$ cat config.mk
export PLATFORM = sky130hd
export DESIGN_NAME = sfsf_core
export DESIGN_NICKNAME = d
export VERILOG_FILES = /design/src/sfsf_core.v /design/src/sfsf_mem.v
export VERILOG_INCLUDE_DIRS = /design/src
export SDC_FILE = /design/constraint.sdc
export NUM_CORES = 1
export LEC_CHECK = 0
export ABC_AREA = 1
export BUFFER_PORTS_ARGS = -buffer_cell sky130_fd_sc_hd__buf_2
export CORE_UTILIZATION = 60
export CTS_BUF_LIST = sky130_fd_sc_hd__clkbuf_4
export DETAILED_ROUTE_END_ITERATION = 10
export GPL_TIMING_DRIVEN = 1
export PLACE_DENSITY_LB_ADDON = 0.25
export SYNTH_ARGS = -nofsm -noshare
export SYNTH_HDL_FRONTEND = slang
export SYNTH_HIERARCHICAL = 1
export SYNTH_SLANG_ARGS = --single-unit
$ cat constraint.sdc
create_clock -name i_core_clk -period 2.9 [get_ports i_core_clk]
set_clock_uncertainty 0.05 [all_clocks]
set_input_delay 0.145 -clock i_core_clk [delete_from_list [all_inputs] [get_ports i_core_clk]]
set_output_delay 0.145 -clock i_core_clk [all_outputs]
set_load 0.02 [all_outputs]
$ cat src/sfsf_defines.vh
// Constants for the frame status FIFO block: APB offsets, register
// indices, field positions and sizes.
// Assumes a 12-bit byte address and 32-bit APB data.
`ifndef SFSF_DEFINES_VH
`define SFSF_DEFINES_VH

// APB byte addresses
`define SFSF_OFF_CMD 12'h000
`define SFSF_OFF_DATA 12'h004
`define SFSF_OFF_IND 12'h008
`define SFSF_DIR_SEL 2'h1

// Register indices
`define SFSF_IDX_MAIN 4'h0
`define SFSF_IDX_SPEC 4'h1
`define SFSF_IDX_VEC 4'h2
`define SFSF_IDX_PEND 4'h3
`define SFSF_IDX_CNT_LO 4'h6
`define SFSF_IDX_CNT_HI 4'h7
`define SFSF_IDX_DATA 4'h8
`define SFSF_IDX_MODE 4'hE
`define SFSF_IDX_FCTL 4'hF
`define SFSF_IDX_EXTRB 4'hF

// Field positions
`define SFSF_FIFO_EN_BIT 2
`define SFSF_MODE_ECHO_BIT 0
`define SFSF_MODE_LOOP_BIT 1
`define SFSF_MODE_SHL_BIT 2
`define SFSF_HI_AVAIL_BIT 6
`define SFSF_HI_OVF_BIT 7

// Reset values
`define SFSF_FCTL_RST 8'h00
`define SFSF_MODE_RST 8'h00

// FIFO geometry
`define SFSF_DEPTH 10
`define SFSF_WIDTH 19
`define SFSF_CNT_W 14

`endif

$ cat src/sfsf_core.v
// Frame status FIFO, echo/loopback routing and register access for one
// channel. Assumes synchronous frame events from the receiver and an
// APB master on the same clock.
//
// Behaviour
// - Echo mode: receive pin drives transmit pin directly
// - Echo ignores CTS enable, transitions still flagged
// - Loopback: transmit feeds receiver, pin still echoed
// - Loopback ignores CTS/carrier enables, transitions flagged
// - Ten entries: 14-bit count plus five status
// - FIFO runs only if enabled and SDLC
// - Disable or reset clears pointers and enable
// - Disabled: indices four-seven alias zero-three
// - Extended readback bit two shows enable
// - Frame end loads count/status, advances write
// - Abort also loads count, counter restarts
// - Frame-ending flag resets CRC checker
// - Head read when not empty; guarded pop
// - Empty: live status, no underflow, counts undefined
// - High count bit six: data available, latched
// - Residue, overrun, CRC stored; others live
// - End-of-frame reads one from FIFO
// - Load when full sets overflow; toggle clears
// - Pointer write then indirect access, pointer clears
// - Direct address from AD4-AD1, channel by shift
// - Status register holds residue, overrun, CRC, EOF
//
// The APB slave port and the register offsets were decided locally.
`timescale 1ns/1ps
`default_nettype none
`include "sfsf_defines.vh"

module sfsf_core #(
  parameter DEPTH = `SFSF_DEPTH,
  parameter AW = 4,
  parameter CHANNEL = 0
) (
  input wire i_core_clk,
  input wire i_arst_n,
  input wire i_psel,
  input wire i_penable,
  input wire i_pwrite,
  input wire [11:0] i_paddr,
  input wire [31:0] i_pwdata,
  output wire [31:0] o_prdata,
  output wire o_pready,
  output wire o_pslverr,
  input wire i_rxd,
  input wire i_tx_serial,
  input wire i_cts_n,
  input wire i_carrier_detect_n,
  output wire o_txd,
  output wire o_rx_serial,
  output wire o_tx_enable,
  output wire o_rx_enable,
  output wire o_cts_edge,
  output wire o_dcd_edge,
  input wire i_sdlc_mode,
  input wire i_channel_reset,
  input wire i_rx_byte,
  input wire i_frame_end,
  input wire i_frame_abort,
  input wire [2:0] i_residue,
  input wire i_overrun,
  input wire i_crc_error,
  input wire i_all_sent,
  input wire i_parity_error,
  input wire i_eof_live,
  output wire o_crc_reset,
  input wire [7:0] i_main_status,
  input wire [7:0] i_vector,
  input wire [7:0] i_pending,
  input wire [7:0] i_ext_int_ctl,
  input wire [7:0] i_rx_data,
  output wire o_rx_data_read,
  output wire [7:0] o_tx_data,
  output wire o_tx_data_load
);

  localparam [AW-1:0] PTR_LAST = DEPTH - 1;
  localparam [AW-1:0] CNT_FULL = DEPTH;
  localparam [AW-1:0] CNT_ONE = 1;
  localparam [`SFSF_CNT_W-1:0] BYTE_ONE = 1;

  // Control and APB state
  reg [7:0] fctl_reg;
  reg [7:0] mode_reg;
  reg [3:0] ptr_reg;
  reg wait_reg;
  reg [31:0] prdata_reg;
  reg slverr_reg;
  reg [7:0] tx_data_reg;
  reg tx_load_reg;
  reg rx_read_reg;
  // FIFO state
  reg [AW-1:0] wr_ptr_reg;
  reg [AW-1:0] rd_ptr_reg;
  reg [AW-1:0] cnt_reg;
  reg [AW-1:0] cnt_next;
  reg ovf_reg;
  reg armed_reg;
  reg [`SFSF_CNT_W-1:0] bytes_reg;
  reg crc_rst_reg;
  reg cts_prev_reg;
  reg dcd_prev_reg;
  reg cts_edge_reg;
  reg dcd_edge_reg;

  wire [`SFSF_WIDTH-1:0] head;
  wire [`SFSF_WIDTH-1:0] entry;
  wire echo_on;
  wire loop_on;
  wire active;
  wire not_empty;
  wire full;
  wire frame_evt;
  wire load;
  wire wr_en;
  wire pop;
  wire access;
  wire done;
  wire is_cmd;
  wire is_data;
  wire is_ind;
  wire is_dir;
  wire [7:0] ad;
  wire chan_sel;
  wire chan_ok;
  wire [3:0] idx;
  wire [3:0] eff;
  wire hit;
  wire rd_done;
  wire wr_done;
  wire fifo_src;
  reg [7:0] rdata;
  reg [7:0] spec;

  // Serial routing; kept combinational so the echoed stream gets no delay
  assign echo_on = mode_reg[`SFSF_MODE_ECHO_BIT];
  assign loop_on = mode_reg[`SFSF_MODE_LOOP_BIT];
  assign o_txd = (echo_on || loop_on) ? i_rxd : i_tx_serial;
  assign o_rx_serial = loop_on ? i_tx_serial : i_rxd;
  assign o_tx_enable = (echo_on || loop_on) ? 1'b1 : ~i_cts_n;
  assign o_rx_enable = loop_on ? 1'b1 : ~i_carrier_detect_n;
  assign o_cts_edge = cts_edge_reg;
  assign o_dcd_edge = dcd_edge_reg;

  // Transitions are flagged whatever the mode
  always @(posedge i_core_clk or negedge i_arst_n)
  begin
    if (!i_arst_n)
    begin
      cts_prev_reg <= 1'b1;
      dcd_prev_reg <= 1'b1;
      cts_edge_reg <= 1'b0;
      dcd_edge_reg <= 1'b0;
    end
    else
    begin
      cts_prev_reg <= i_cts_n;
      dcd_prev_reg <= i_carrier_detect_n;
      cts_edge_reg <= cts_prev_reg ^ i_cts_n;
      dcd_edge_reg <= dcd_prev_reg ^ i_carrier_detect_n;
    end
  end

  // APB decode: one wait state so read data comes from a flip-flop
  assign access = i_psel && i_penable;
  assign o_pready = access && wait_reg;
  assign done = o_pready;
  assign o_prdata = prdata_reg;
  assign o_pslverr = o_pready && slverr_reg;
  assign is_cmd = (i_paddr == `SFSF_OFF_CMD);
  assign is_data = (i_paddr == `SFSF_OFF_DATA);
  assign is_ind = (i_paddr == `SFSF_OFF_IND);
  assign is_dir = (i_paddr[11:10] == `SFSF_DIR_SEL) && (i_paddr[1:0] == 2'h0);
  assign ad = i_paddr[9:2];
  assign chan_sel = mode_reg[`SFSF_MODE_SHL_BIT] ? ad[5] : ad[0];
  assign chan_ok = (chan_sel == CHANNEL[0]);
  assign idx = is_ind ? ptr_reg : (is_data ? `SFSF_IDX_DATA : ad[4:1]);
  assign hit = is_cmd || is_data || is_ind || (is_dir && chan_ok);
  // Backward-compatible images while the FIFO is off
  assign eff = (!active && (idx[3:2] == 2'h1)) ? {2'h0, idx[1:0]} : idx;
  assign rd_done = done && !i_pwrite && hit && !is_cmd;
  assign wr_done = done && i_pwrite && hit;

  // FIFO control
  assign active = fctl_reg[`SFSF_FIFO_EN_BIT] && i_sdlc_mode;
  assign not_empty = (cnt_reg != {AW{1'b0}});
  assign full = (cnt_reg == CNT_FULL);
  assign frame_evt = i_frame_end || i_frame_abort;
  assign load = active && frame_evt;
  assign wr_en = load && !full;
  assign fifo_src = active && not_empty;
  // One pop per high-count read, never from an empty FIFO
  assign pop = rd_done && (eff == `SFSF_IDX_SPEC) && armed_reg && fifo_src;
  assign entry = {i_crc_error, i_overrun, i_residue, bytes_reg};
  assign o_crc_reset = crc_rst_reg;
  assign o_tx_data = tx_data_reg;
  assign o_tx_data_load = tx_load_reg;
  assign o_rx_data_read = rx_read_reg;

  sfsf_mem #(
    .WIDTH(`SFSF_WIDTH),
    .DEPTH(DEPTH),
    .AW(AW)
  ) u_mem (
    .i_core_clk(i_core_clk),
    .i_wr_en(wr_en),
    .i_wr_addr(wr_ptr_reg),
    .i_wr_data(entry),
    .i_rd_addr(rd_ptr_reg),
    .o_rd_data(head)
  );

  // Special receive status: stored fields from the head, the rest live
  always @*
  begin
    if (fifo_src)
    begin
      spec = {1'b1, head[18], head[17], i_parity_error, head[16:14], i_all_sent};
    end
    else
    begin
      spec = {i_eof_live, i_crc_error, i_overrun, i_parity_error, i_residue, i_all_sent};
    end
  end

  // Read data; count bits are don't-care when empty
  always @*
  begin
    case (eff)
      `SFSF_IDX_MAIN: rdata = i_main_status;
      `SFSF_IDX_SPEC: rdata = spec;
      `SFSF_IDX_VEC: rdata = i_vector;
      `SFSF_IDX_PEND: rdata = i_pending;
      `SFSF_IDX_CNT_LO: rdata = head[7:0];
      `SFSF_IDX_CNT_HI: rdata = {ovf_reg, not_empty, head[13:8]};
      `SFSF_IDX_DATA: rdata = i_rx_data;
      `SFSF_IDX_EXTRB: rdata = {i_ext_int_ctl[7:3], fctl_reg[`SFSF_FIFO_EN_BIT],
                                i_ext_int_ctl[1:0]};
      default: rdata = 8'h00;
    endcase
  end

  // APB response registers
  always @(posedge i_core_clk or negedge i_arst_n)
  begin
    if (!i_arst_n)
    begin
      wait_reg <= 1'b0;
      prdata_reg <= 32'h0000_0000;
      slverr_reg <= 1'b0;
    end
    else
    begin
      wait_reg <= access && !wait_reg;
      if (access && !wait_reg)
      begin
        slverr_reg <= !hit;
        if (!i_pwrite && hit)
        begin
          prdata_reg <= {24'h00_0000, (is_cmd ? i_main_status : rdata)};
        end
        else
        begin
          prdata_reg <= 32'h0000_0000;
        end
      end
    end
  end

  // Register writes, pointer handling and data strobes
  always @(posedge i_core_clk or negedge i_arst_n)
  begin
    if (!i_arst_n)
    begin
      fctl_reg <= `SFSF_FCTL_RST;
      mode_reg <= `SFSF_MODE_RST;
      ptr_reg <= 4'h0;
      tx_data_reg <= 8'h00;
      tx_load_reg <= 1'b0;
      rx_read_reg <= 1'b0;
    end
    else
    begin
      tx_load_reg <= 1'b0;
      rx_read_reg <= rd_done && (eff == `SFSF_IDX_DATA);
      if (is_ind && done)
      begin
        ptr_reg <= 4'h0;
      end
      else if (wr_done && (is_cmd || (is_dir && (eff == `SFSF_IDX_MAIN))))
      begin
        ptr_reg <= i_pwdata[3:0];
      end
      if (wr_done && !is_cmd)
      begin
        case (eff)
          `SFSF_IDX_FCTL: fctl_reg <= i_pwdata[7:0];
          `SFSF_IDX_MODE: mode_reg <= i_pwdata[7:0];
          `SFSF_IDX_DATA:
          begin
            tx_data_reg <= i_pwdata[7:0];
            tx_load_reg <= 1'b1;
          end
          default: tx_load_reg <= 1'b0;
        endcase
      end
      if (i_channel_reset)
      begin
        fctl_reg <= `SFSF_FCTL_RST;
      end
    end
  end

  // Occupancy
  always @*
  begin
    cnt_next = cnt_reg;
    if (wr_en && !pop)
    begin
      cnt_next = cnt_reg + CNT_ONE;
    end
    else if (pop && !wr_en)
    begin
      cnt_next = cnt_reg - CNT_ONE;
    end
  end

  // FIFO pointers, overflow, avail latch and byte counter
  always @(posedge i_core_clk or negedge i_arst_n)
  begin
    if (!i_arst_n)
    begin
      wr_ptr_reg <= {AW{1'b0}};
      rd_ptr_reg <= {AW{1'b0}};
      cnt_reg <= {AW{1'b0}};
      ovf_reg <= 1'b0;
      armed_reg <= 1'b0;
      bytes_reg <= {`SFSF_CNT_W{1'b0}};
      crc_rst_reg <= 1'b0;
    end
    else
    begin
      crc_rst_reg <= i_frame_end;
      if (frame_evt)
      begin
        bytes_reg <= {`SFSF_CNT_W{1'b0}};
      end
      else if (i_rx_byte)
      begin
        bytes_reg <= bytes_reg + BYTE_ONE;
      end
      if (!active || i_channel_reset)
      begin
        wr_ptr_reg <= {AW{1'b0}};
        rd_ptr_reg <= {AW{1'b0}};
        cnt_reg <= {AW{1'b0}};
        armed_reg <= 1'b0;
      end
      else
      begin
        if (wr_en)
        begin
          wr_ptr_reg <= (wr_ptr_reg == PTR_LAST) ? {AW{1'b0}} : wr_ptr_reg + CNT_ONE;
        end
        if (pop)
        begin
          rd_ptr_reg <= (rd_ptr_reg == PTR_LAST) ? {AW{1'b0}} : rd_ptr_reg + CNT_ONE;
        end
        cnt_reg <= cnt_next;
        // High-count read latches availability and arms one pop
        if (rd_done && (eff == `SFSF_IDX_CNT_HI))
        begin
          armed_reg <= not_empty;
        end
        else if (rd_done && (eff == `SFSF_IDX_SPEC))
        begin
          armed_reg <= 1'b0;
        end
      end
      // Set wins; only a fresh enable (or a reset) clears it
      if (load && full)
      begin
        ovf_reg <= 1'b1;
      end
      else if (i_channel_reset || (wr_done && !is_cmd && (eff == `SFSF_IDX_FCTL) &&
               i_pwdata[`SFSF_FIFO_EN_BIT] && !fctl_reg[`SFSF_FIFO_EN_BIT]))
      begin
        ovf_reg <= 1'b0;
      end
    end
  end

endmodule // sfsf_core

`default_nettype wire

$ cat src/sfsf_mem.v
// Small storage array for the frame status FIFO.
// One write port, one read port; read data registered, write-first.
`timescale 1ns/1ps
`default_nettype none

module sfsf_mem #(
  parameter WIDTH = 19,
  parameter DEPTH = 10,
  parameter AW = 4
) (
  input wire i_core_clk,
  input wire i_wr_en,
  input wire [AW-1:0] i_wr_addr,
  input wire [WIDTH-1:0] i_wr_data,
  input wire [AW-1:0] i_rd_addr,
  output reg [WIDTH-1:0] o_rd_data
);

  reg [WIDTH-1:0] mem [0:DEPTH-1];

  always @(posedge i_core_clk)
  begin
    if (i_wr_en)
    begin
      mem[i_wr_addr] <= i_wr_data;
    end
    // Bypass so a freshly loaded head is seen at once
    if (i_wr_en && (i_wr_addr == i_rd_addr))
    begin
      o_rd_data <= i_wr_data;
    end
    else
    begin
      o_rd_data <= mem[i_rd_addr];
    end
  end

endmodule // sfsf_mem

`default_nettype wire

==> results of run 1 <==
-- Yosys cell counts (8+ instances only) --
cell,n
nand2_1,405
o21ai_0,34
inv_1,171
a21oi_1,20
nand4_1,14
nor2_1,100
clkbuf_1,8
nand3_1,154
nand2_2,13
buf_2,17
edfxtp_1,190
dfrtp_1,59
nor3_1,9
buf_6,8
ha_1,8
buf_4,27
-- path summary, 6_finish.rpt --
| kind | from | end | depth (start not counted) |
|---|---|---|---|
| max in group asynchronous | i_arst_n | bytes_reg[1]$_DFFE_PN0P_ | 4 |
| setup reg to reg | ptr_reg[0]$_DFFE_PN0P_ | o_prdata[2]$_DFFE_PN0P_ | 14 |
| hold reg to reg | rd_ptr_reg[3]$_DFFE_PN0P_ | flip-flop | 0 |
| hold / removal | i_paddr[3] | rd_ptr_reg[0]$_DFFE_PN0P_ | 7 |
| setup / recovery | i_paddr[4] | o_prdata[2]$_DFFE_PN0P_ | 18 |
| min in group asynchronous | i_arst_n | wr_ptr_reg[3]$_DFFE_PN0P_ | 3 |
-- power by group --
group          leakage, nW  switching, W  internal [W]
logic                 3.77      0.000211      0.000150
registers             2.65    0.00000652       0.00390
clock network        0.475       0.00138       0.00160
total                 6.89       0.00160       0.00565
-- layout make-up --
class,instances,area [um^2]
clock inverter,17,118
inverter,178,689
tap,265,332
timing repair buffer,224,1650
sequential,255,7320
multi-input combinational,840,3990
fill,1355,4940
clock buffer,91,683
-- through the flow --
| step | area (um^2) | TNS [ns] | hold WS [ns] | power [W] | std cells |
|---|---|---|---|---|---|
| after floorplan | 12300 | 0 | -0.201 | 0.00415 | 1336 |
| after global placement | 13200 | 0 | 0.209 | 0.00425 | 1683 |
| after detailed placement | 13200 | 0 | 0.207 | 0.00425 | 1683 |
| after CTS | 14700 | 0 | 0.00490 | 0.00726 | 1864 |
| after global routing | 14800 | -0.0537 | 0.0294 | 0.00750 | 1870 |
| final | 14800 | 0 | 0.0408 | 0.00725 | 1870 |
-- repair_timing --
item                       4_1_cts  5_1_grt
hold buffers                    73        0
hold endpoints to repair       138        0
resized for setup                0       13
setup buffers                    0        6
setup endpoints to repair        0       11
-- worst max-delay path, cell delays in order --
cell and delay, ns:
dlygate4sd3_1 0.53, buf_2 0.14, nor2_4 0.11, nand2_4 0.08, nor2_8 0.17, nand3_2 0.12
nand2_4 0.12, inv_2 0.08, nand2_4 0.13, nor2_4 0.08, nand2_1 0.06, nand2_1 0.04
dlygate4sd3_1 0.54, nor2_1 0.15, dlygate4sd3_1 0.61, nand2_1 0.08, nand2_1 0.08, nand2_1 0.05
-- per-layer routing --
metal	GRT usage, %	routed length (um)	share of wire [%]	up-vias
met5	0	10	0.032	-
met4	11.9	983	3.1	2
met3	4.78	2620	8.3	103
met2	49.7	15200	48	551
met1	39.9	12700	40	4724
li1	-	-	-	4747
-- cell families after synthesis --
family / count (synthesis) / share of synthesized area, %
and+or+nand+nor: 730 / 26.7
other: 1 / 0.0306
DFF: 255 / 59.7
AOI/OAI and AO/OA: 68 / 3.03
xor gates and xnor gates: 9 / 0.643
adders and majority gates: 9 / 0.980
buffers and inverters: 241 / 8.93
==> summary.md, run 1 <==
| Metric | Value |
|---|---|
| Outcome | finished, final reports clean |
| Post-layout util | 75.0% |
| ANT nets after route | 0 |
| DR vias | between 10k and 15k |
| Register area share after synthesis | approximately 60% |
| Worst-path clk slew | 0.07 ns |
| Final #Nets | roughly 1.7k |
| Setup Crit Path Kind | primary input to flip-flop |
| Kind of end point of the critical path | flip-flop |
| Final setup vio count | 0 |
| Final Max Tran Viols | 0 |
| # clock sinks | 255 |
| Post-route worst setup slack | roughly 0.071 ns |
| DRT Wirelength | 31500 um |
| Cell Area, Synth | around 12000 um^2 |
| Worst skew pair latency | 0.69 ns |
| CTS tree | done |
| Number of global-route vias before repair | between 9k and 10k |
| P per Cell Area | between 400 and 500 nW/um^2 |
| Share of layout cells above drive strength 1 | 19.5% |
| Reg-to-reg slack, setup | 0.12 ns |
| N_diodes | 0 |
| Die extent in y | ~140 um |
| Number of synthesized flops with an enable pin | between 150 and 200 |
| Syn avg cell area | ~9.3 um^2 |
| Slew headroom | 58.1% |
| Max-capacitance violation count | 0 |
| Worst-path fanout max | 8 |
| 1st-iter DRT viols | ~1.1k |
| Vias per Instance | 5.42 |
| Full die area | approximately 21000 um^2 |
| P&R area growth vs syn | 20.6% |
| Period minus WS final | about 2.8 ns |
| Max reg flops | 190 |
| Asr flop ratio synth | 23.9% |
| CTS root buf | clkbuf_4 |
| Post-place setup slack | 0.101 ns |
| Width of the die | 145 um |
| Total grt overflow | 0 |
| Crit start category | primary input |
| Final Cycle Share | 97.6% |
| Ranking of synthesized cells by area | edfxtp_1 (47%), nand2_1 (12%), dfrtp_1 (12%), nand3_1 (6.3%), inv_1 (5.2%) |
| Commonest non-fill, non-tap cells in the layout | nand2_1 (405), edfxtp_1 (190), inv_1 (170) |
| Hold crit path type | primary input to flip-flop |
| CTS Buffer Depth | 3 |
| RSZ-0062 raised after global routing | yes |
| Main synth FF type | edfxtp_1 |
| Number of synthesized register bits | 255 |
| First-pass GRT wire length | 49400 um |
| Core Footprint | 19700 um^2 |
| Dpl hpwl | 19100 um |
| DRC | 0 |
| I/O pins | 157 |
| Yosys warns | 6 |
| First-pass DRT Iterations | 6 |
| Leading cell type in the layout, fill and taps excluded | nand2_1 |
| Routed length per instance | 16.9 um |
| Placer Congestion | 0.864 |
| Worst Path Required | 3.42 ns |
| Port bufs | around 110 |
| Initial core utilization | between 60% and 70% |
| LEAKAGE | 6.89 nW |
| Highest clock rate | 0.353 GHz |
| Row Count | 51 |
| Num CTS Buffers | about 60 |
| Worst-margin pin slew | ~0.63 ns |
| Gr usage total | 30.1% |
| Syn Inst Count | 1313 |
| Yosys top cell area share | 46.5% |
| Initial antenna violation count | 1 |
| CP arrival | 3.35 ns |
| Dominant cell type by area after synthesis | edfxtp_1 |
| Peak supply drop | between 0.0003 and 0.0004 V |
| Pin count of the biggest net entering global routing | 96 |
| Final Hold Vio Count | 0 |
| H-tree Lvls | 2 |
| Yosys cell types | 44 |
Note: power is estimated with default switching activity, not from simulation.
==> inputs of run 2 (changes only) <==
--- a/config.mk
+++ b/config.mk
@@ -13,4 +13,5 @@
 export DETAILED_ROUTE_END_ITERATION = 10
 export GPL_TIMING_DRIVEN = 1
+export HOLD_SLACK_MARGIN = 0.1
 export PLACE_DENSITY_LB_ADDON = 0.25
 export SYNTH_ARGS = -nofsm -noshare
--- a/constraint.sdc
+++ b/constraint.sdc
@@ -3,3 +3,3 @@
 set_input_delay 0.145 -clock i_core_clk [delete_from_list [all_inputs] [get_ports i_core_clk]]
 set_output_delay 0.145 -clock i_core_clk [all_outputs]
-set_load 0.02 [all_outputs]
+set_load 0.05 [all_outputs]
==> summary.md, run 2 (same netlist as run 1, synthesis figures left out) <==
| Metric | Value |
|---|---|
| Outcome | finished, final reports clean (unchanged) |
| Pin count of the biggest net entering global routing | 96 (unchanged) |
| Placer Congestion | 0.875 (was 0.864) |
| Placed cell count | 1679 (was 1683) |
| CTS root buf | clkbuf_4 (unchanged) |
| Worst-path clk slew | 0.06 ns (was 0.07 ns) |
| Worst skew pair latency | 0.65 ns (was 0.69 ns) |
| Final Hold Vio Count | 0 (unchanged) |
| Gr usage total | 29.5% (was 30.1%) |
| Worst-path fanout max | 6 (was 8) |
| Busiest layer in global routing | met2 (unchanged) |
| Setup Crit Path Kind | primary input to flip-flop (unchanged) |
| Final #Nets | 1684 (was 1675) |
| Initial antenna violation count | 2 (was 1) |
| Total grt overflow | 0 (unchanged) |
| Initial core utilization | 62.2% (unchanged) |
| Hold crit path type | primary input to flip-flop (unchanged) |
| Final Cycle Share | 98.5% (was 97.6%) |
| Port bufs | 107 (unchanged) |
| # clock sinks | 255 (unchanged) |
| DRC | 0 (unchanged) |
| Full die area | 21000 um^2 (unchanged) |
| Met2 usage | 46.3% (was 49.7%) |
| Width of the die | 145 um (unchanged) |
| Leading cell type in the layout, fill and taps excluded | nand2_1 (unchanged) |
| Share of layout cells above drive strength 1 | 19.8% (was 19.5%) |
| Row Count | 51 (unchanged) |
| P per Cell Area | 503 nW/um^2 (was 490 nW/um^2) |
| Dpl hpwl | 18100 um (was 19100 um) |
| P&R area growth vs syn | 21.3% (was 20.6%) |
| H-tree Lvls | 3 (was 2) |
| Slew headroom | 52.9% (was 58.1%) |
| Routed length per instance | 16.2 um (was 16.9 um) |
| Highest clock rate | 0.350 GHz (was 0.353 GHz) |
| Commonest non-fill, non-tap cells in the layout | nand2_1 (404), edfxtp_1 (190), inv_1 (171) (was nand2_1 (405), edfxtp_1 (190), inv_1 (170)) |
| LEAKAGE | 6.93 nW (was 6.89 nW) |
| ANT nets after route | 0 (unchanged) |
| DRT Wirelength | 30500 um (was 31500 um) |
| CTS tree | done (unchanged) |
| Fillers | 1297 (was 1355) |
| First-pass GRT wire length | 48700 um (was 49400 um) |
| Die extent in y | 145 um (unchanged) |
| Fin area | 14900 um^2 (was 14800 um^2) |
| Final setup vio count | 0 (unchanged) |
| Max reg flops | 190 (unchanged) |
| CTS Buffer Depth | 3 (unchanged) |
| RR Startpoint | ptr_reg[0]$_DFFE_PN0P_ (unchanged) |
| Hold Startpoint | i_cts_n (was i_paddr[3]) |
| Vias per Instance | 5.33 (was 5.42) |
| Final hold slack | 0.147 ns (was 0.0408 ns) |
| GR Util met3 | 6.19% (was 4.78%) |
| Number of global-route vias before repair | 9800 (unchanged) |
| I/O pins | 157 (unchanged) |
| Num CTS Buffers | 67 (was 61) |
| Kind of end point of the critical path | flip-flop (unchanged) |
| Peak supply drop | 0.000333 V (was 0.000369 V) |
| DP Area | 13100 um^2 (was 13200 um^2) |
| 1st-iter DRT viols | 884 (was 1062) |
| Met1 usage | 39.1% (was 39.9%) |
| DR vias | 10.1k (about the same) |
| Final Max Tran Viols | 0 (unchanged) |
| CP arrival | 3.40 ns (was 3.35 ns) |
| First-pass DRT Iterations | 5 (was 6) |
| Crit start category | primary input (unchanged) |
| Max-capacitance violation count | 0 (unchanged) |
| RSZ-0062 raised after global routing | yes (unchanged) |
| Worst Path Required | 3.45 ns (was 3.42 ns) |
| Core Footprint | 19700 um^2 (unchanged) |
| Period minus WS final | 2.86 ns (was 2.83 ns) |
| Post-Layout Cell Count | 1886 (was 1870) |
| Worst-margin pin slew | 0.704 ns (was 0.629 ns) |
| Setup crit start | i_paddr[7] (was i_paddr[4]) |
-- run 2: power by group --
group,switching (W),internal (W),total (W)
Clock,0.00145,0.00170,0.00315
Combinational,0.000267,0.000155,0.000422
Sequential,0.00000655,0.00390,0.00391
Total,0.00172,0.00576,0.00748
-- run 2: metrics by stage --
step	total power [W]	util (%)	setup TNS, ns	worst slack [ns]
after floorplan	0.00421	-	0	0.140
after global placement	0.00431	66.5	0	0.186
after detailed placement	0.00431	66.5	0	0.142
after CTS	0.00751	74.9	0	0.0371
after global routing	0.00775	75.4	-0.126	-0.0518
final	0.00748	75.4	0	0.0437
-- run 2: final timing paths --
kind / depth (start not counted) / slack, ns / endpoint
setup / recovery: 18 / 0.04 / o_prdata[2]$_DFFE_PN0P_
hold / removal: 2 / 0.15 / cts_prev_reg$_DFF_PN1_
setup reg to reg: 14 / 0.17 / o_prdata[2]$_DFFE_PN0P_
hold reg to reg: 0 / 0.41 / flip-flop
max in group asynchronous: 4 / 1.15 / bytes_reg[2]$_DFFE_PN0P_
min in group asynchronous: 4 / 0.59 / wr_ptr_reg[2]$_DFFE_PN0P_
-- run 2: routing by layer --
| layer | up-vias | wire [um] |
|---|---|---|
| met4 | 0 | 1020 |
| met1 | 4666 | 12400 |
| met2 | 528 | 14400 |
| met5 | - | 0 |
| li1 | 4772 | - |
| met3 | 95 | 2620 |
-- run 2: worst max-delay path, stage by stage --
cell,delay (ns)
dlygate4sd3_1,0.53
buf_2,0.14
nor2_4,0.13
nand2_4,0.08
nor2_8,0.16
buf_4,0.14
nand3_2,0.10
nand2_4,0.16
nand2_2,0.12
nor2_4,0.16
nand2_1,0.07
nand2_1,0.06
dlygate4sd3_1,0.57
nor2_1,0.08
dlygate4sd3_1,0.56
nand2_1,0.07
nand2_1,0.05
nand2_1,0.07
-- run 2: final cells by class --
class / instances / area (um^2) / area share (%)
clock inverter: 24 / 159 / 1.07
antenna: 2 / 5.00 / 0.0337
clock buffer: 95 / 713 / 4.80
tap: 265 / 332 / 2.23
sequential: 255 / 7320 / 49.2
timing repair buffer: 227 / 1660 / 11.2
multi-input combinational: 840 / 3990 / 26.8
inverter: 178 / 689 / 4.64
-- run 2: repair_timing --
action / in CTS / in global routing
hold endpoints to repair: 170 / 0
hold buffers: 80 / 0
setup buffers: 0 / 8
setup endpoints to repair: 0 / 11
gates resized for setup: 0 / 12
==> inputs of run 3 (changes only) <==
CORE_UTILIZATION = 40   (was 60)
CTS_BUF_LIST = sky130_fd_sc_hd__clkbuf_16   (was sky130_fd_sc_hd__clkbuf_4)
==> summary.md, run 3 (same netlist as run 1, synthesis figures left out) <==
| Metric | Value |
|---|---|
| Outcome | finished, final reports clean (unchanged) |
| Gr usage total | 19.4% (was 29.5%) |
| Commonest non-fill, non-tap cells in the layout | nand2_1 (402), edfxtp_1 (190), inv_1 (182) (was nand2_1 (404), edfxtp_1 (190), inv_1 (171)) |
| DRC | 0 (unchanged) |
| Hold Startpoint | i_paddr[11] (was i_cts_n) |
| Highest clock rate | 0.363 GHz (was 0.350 GHz) |
| Slew headroom | 47.4% (was 52.9%) |
| Dpl hpwl | 19200 um (was 18100 um) |
| Placer Congestion | 0.874 (was 0.875) |
| Kind of end point of the critical path | flip-flop (unchanged) |
| N_diodes | 0 (was 2) |
| Hold crit path type | primary input to flip-flop (unchanged) |
| ANT nets after route | 0 (unchanged) |
| Peak supply drop | 0.000426 V (was 0.000333 V) |
| Vias per Instance | 4.82 (was 5.33) |
| Worst-path fanout max | 8 (was 6) |
| P&R area growth vs syn | 20.6% (was 21.3%) |
| Reg2Reg Depth | 15 (was 14) |
| CP arrival | 3.17 ns (was 3.40 ns) |
| DRT Wirelength | 30100 um (was 30500 um) |
| Share of layout cells above drive strength 1 | 16.5% (was 19.8%) |
| Worst-margin pin slew | 0.790 ns (was 0.704 ns) |
| First-pass DRT Iterations | 5 (unchanged) |
| Max-capacitance violation count | 0 (unchanged) |
| CTS root buf | clkbuf_16 (was clkbuf_4) |
| LEAKAGE | 6.77 nW (was 6.93 nW) |
| Register area | 7320 um^2 (unchanged) |
| Initial core utilization | 41.0% (was 62.2%) |
| Worst Path Required | 3.32 ns (was 3.45 ns) |
| Leading cell type in the layout, fill and taps excluded | nand2_1 (unchanged) |
| Number of global-route vias before repair | 8971 (was 9800) |
| H-tree Lvls | 1 (was 3) |
| Total grt overflow | 0 (unchanged) |
| Setup Crit Path Kind | primary input to flip-flop (unchanged) |
| Num CTS Buffers | 27 (was 67) |
| Core Footprint | 29900 um^2 (was 19700 um^2) |
| Die extent in y | 177 um (was 145 um) |
| I/O pins | 157 (unchanged) |
| Post-layout util | 49.5% (was 75.4%) |
| Final Cycle Share | 95.0% (was 98.5%) |
| Worst skew pair latency | 0.54 ns (was 0.65 ns) |
| Full die area | 31300 um^2 (was 21000 um^2) |
| First-pass GRT wire length | 47200 um (was 48700 um) |
| Row Count | 63 (was 51) |
| Period minus WS final | 2.75 ns (was 2.86 ns) |
| Port bufs | 107 (unchanged) |
| Routed length per instance | 15.7 um (was 16.2 um) |
| Width of the die | 177 um (was 145 um) |
| Max reg flops | 190 (unchanged) |
| Pin count of the biggest net entering global routing | 96 (unchanged) |
| Fillers | 2715 (was 1297) |
| P per Cell Area | 498 nW/um^2 (was 503 nW/um^2) |
| Reg-to-reg slack, setup | 0.23 ns (was 0.17 ns) |
| Final #Nets | 1623 (was 1684) |
| Final Max Tran Viols | 0 (unchanged) |
| CTS tree | done (unchanged) |
| Crit start category | primary input (unchanged) |
| Final setup vio count | 0 (unchanged) |
| # clock sinks | 255 (unchanged) |
| Final Hold Vio Count | 0 (unchanged) |
| Hold path endpoint | ptr_reg[0]$_DFFE_PN0P_ (was cts_prev_reg$_DFF_PN1_) |
| Hold path depth | 6 (was 2) |
| Initial antenna violation count | 0 (was 2) |
| Tot Pwr | 0.00735 W (was 0.00748 W) |
| RR Endpoint | o_prdata[6]$_DFFE_PN0P_ (was o_prdata[2]$_DFFE_PN0P_) |
| Worst-path clk slew | 0.06 ns (about the same) |
| DR vias | 9236 (was 10.1k) |
| CTS Buffer Depth | 3 (unchanged) |
| Multi-input gate area | 4030 um^2 (was 3990 um^2) |
| 1st-iter DRT viols | 630 (was 884) |
-- run 3: changes by cell type in the layout (fill, tap and decap cells not counted), moves of 9 or more --
cell | previous run | this run
clkinv_1 | 16 | 7
inv_1 | 171 | 182
clkbuf_16 | 0 | 27
clkbuf_4 | 95 | 0
dlygate4sd3_1 | 78 | 56
-- run 3: metrics by stage --
step	instances	setup WS (ns)	setup TNS, ns	instance area [um^2]	hold slack, ns
after detailed placement	1804	0.171	0	13300	0.219
final	1918	0.146	0	14800	0.148
after floorplan	1336	0.140	0	12300	-0.201
after global routing	1918	-0.00312	-0.00312	14800	0.169
after CTS	1909	0.0300	0	14600	0.116
after global placement	1804	0.183	0	13300	0.220
-- run 3: repair_timing --
action | in CTS | in global routing
hold buffers | 56 | 0
endpoints found under the hold margin | 136 | 0
endpoints found under the setup margin | 0 | 6
buffers inserted | 0 | 10
resized for setup | 0 | 17
-- run 3: metal layers --
| layer | global-route usage, % | part of all wire, % | vias to the layer above |
|---|---|---|---|
| li1 | - | - | 4599 |
| met1 | 25.6 | 45 | 4400 |
| met2 | 33.4 | 49 | 183 |
| met3 | 2.10 | 3.6 | 54 |
| met4 | 5.71 | 2.3 | 0 |
| met5 | 0 | 0 | - |
-- run 3: report_power, final --
group          leakage (nW)  switching, W  total (W)  internal (W)
combinational          3.69      0.000263   0.000412      0.000149
clock                 0.426       0.00134    0.00303       0.00169
sequential             2.65    0.00000661    0.00391       0.00391
total                  6.77       0.00161    0.00735       0.00574
-- run 3: worst max-delay path by stage --
stage	to	slack, ns	start
after floorplan	cnt_reg[3]$_DFFE_PN0P_	0.14	wait_reg$_DFF_PN0_
after global placement	cnt_reg[3]$_DFFE_PN0P_	0.18	i_paddr[9]
after detailed placement	cnt_reg[3]$_DFFE_PN0P_	0.17	i_paddr[9]
after CTS	o_prdata[1]$_DFFE_PN0P_	0.03	i_paddr[6]
after global routing	o_prdata[4]$_DFFE_PN0P_	-0.003	i_paddr[6]
final	o_prdata[4]$_DFFE_PN0P_	0.15	i_paddr[6]
-- run 3: final cells by class --
| cell class | count | share of cell area, % |
|---|---|---|
| well taps | 390 | 3.30 |
| clock inverters | 22 | 0.728 |
| inverters | 178 | 4.68 |
| flip-flops and latches | 255 | 49.5 |
| multi-input cells | 840 | 27.2 |
| repair buffers | 206 | 9.96 |
| clock buffers | 27 | 4.57 |
-- run 3: critical path: stages --
cell,delay (ns)
dlygate4sd3_1,0.59
nor2_4,0.13
nand2_4,0.07
nor2_8,0.19
nand2_4,0.08
nand2_4,0.09
nand2_8,0.09
clkinv_8,0.07
nand2_4,0.06
nor2_8,0.18
nand2_1,0.07
nand2_1,0.07
dlygate4sd3_1,0.55
nor2_1,0.04
dlygate4sd3_1,0.55
nand2_1,0.07
nand2_1,0.05
nand2_1,0.07
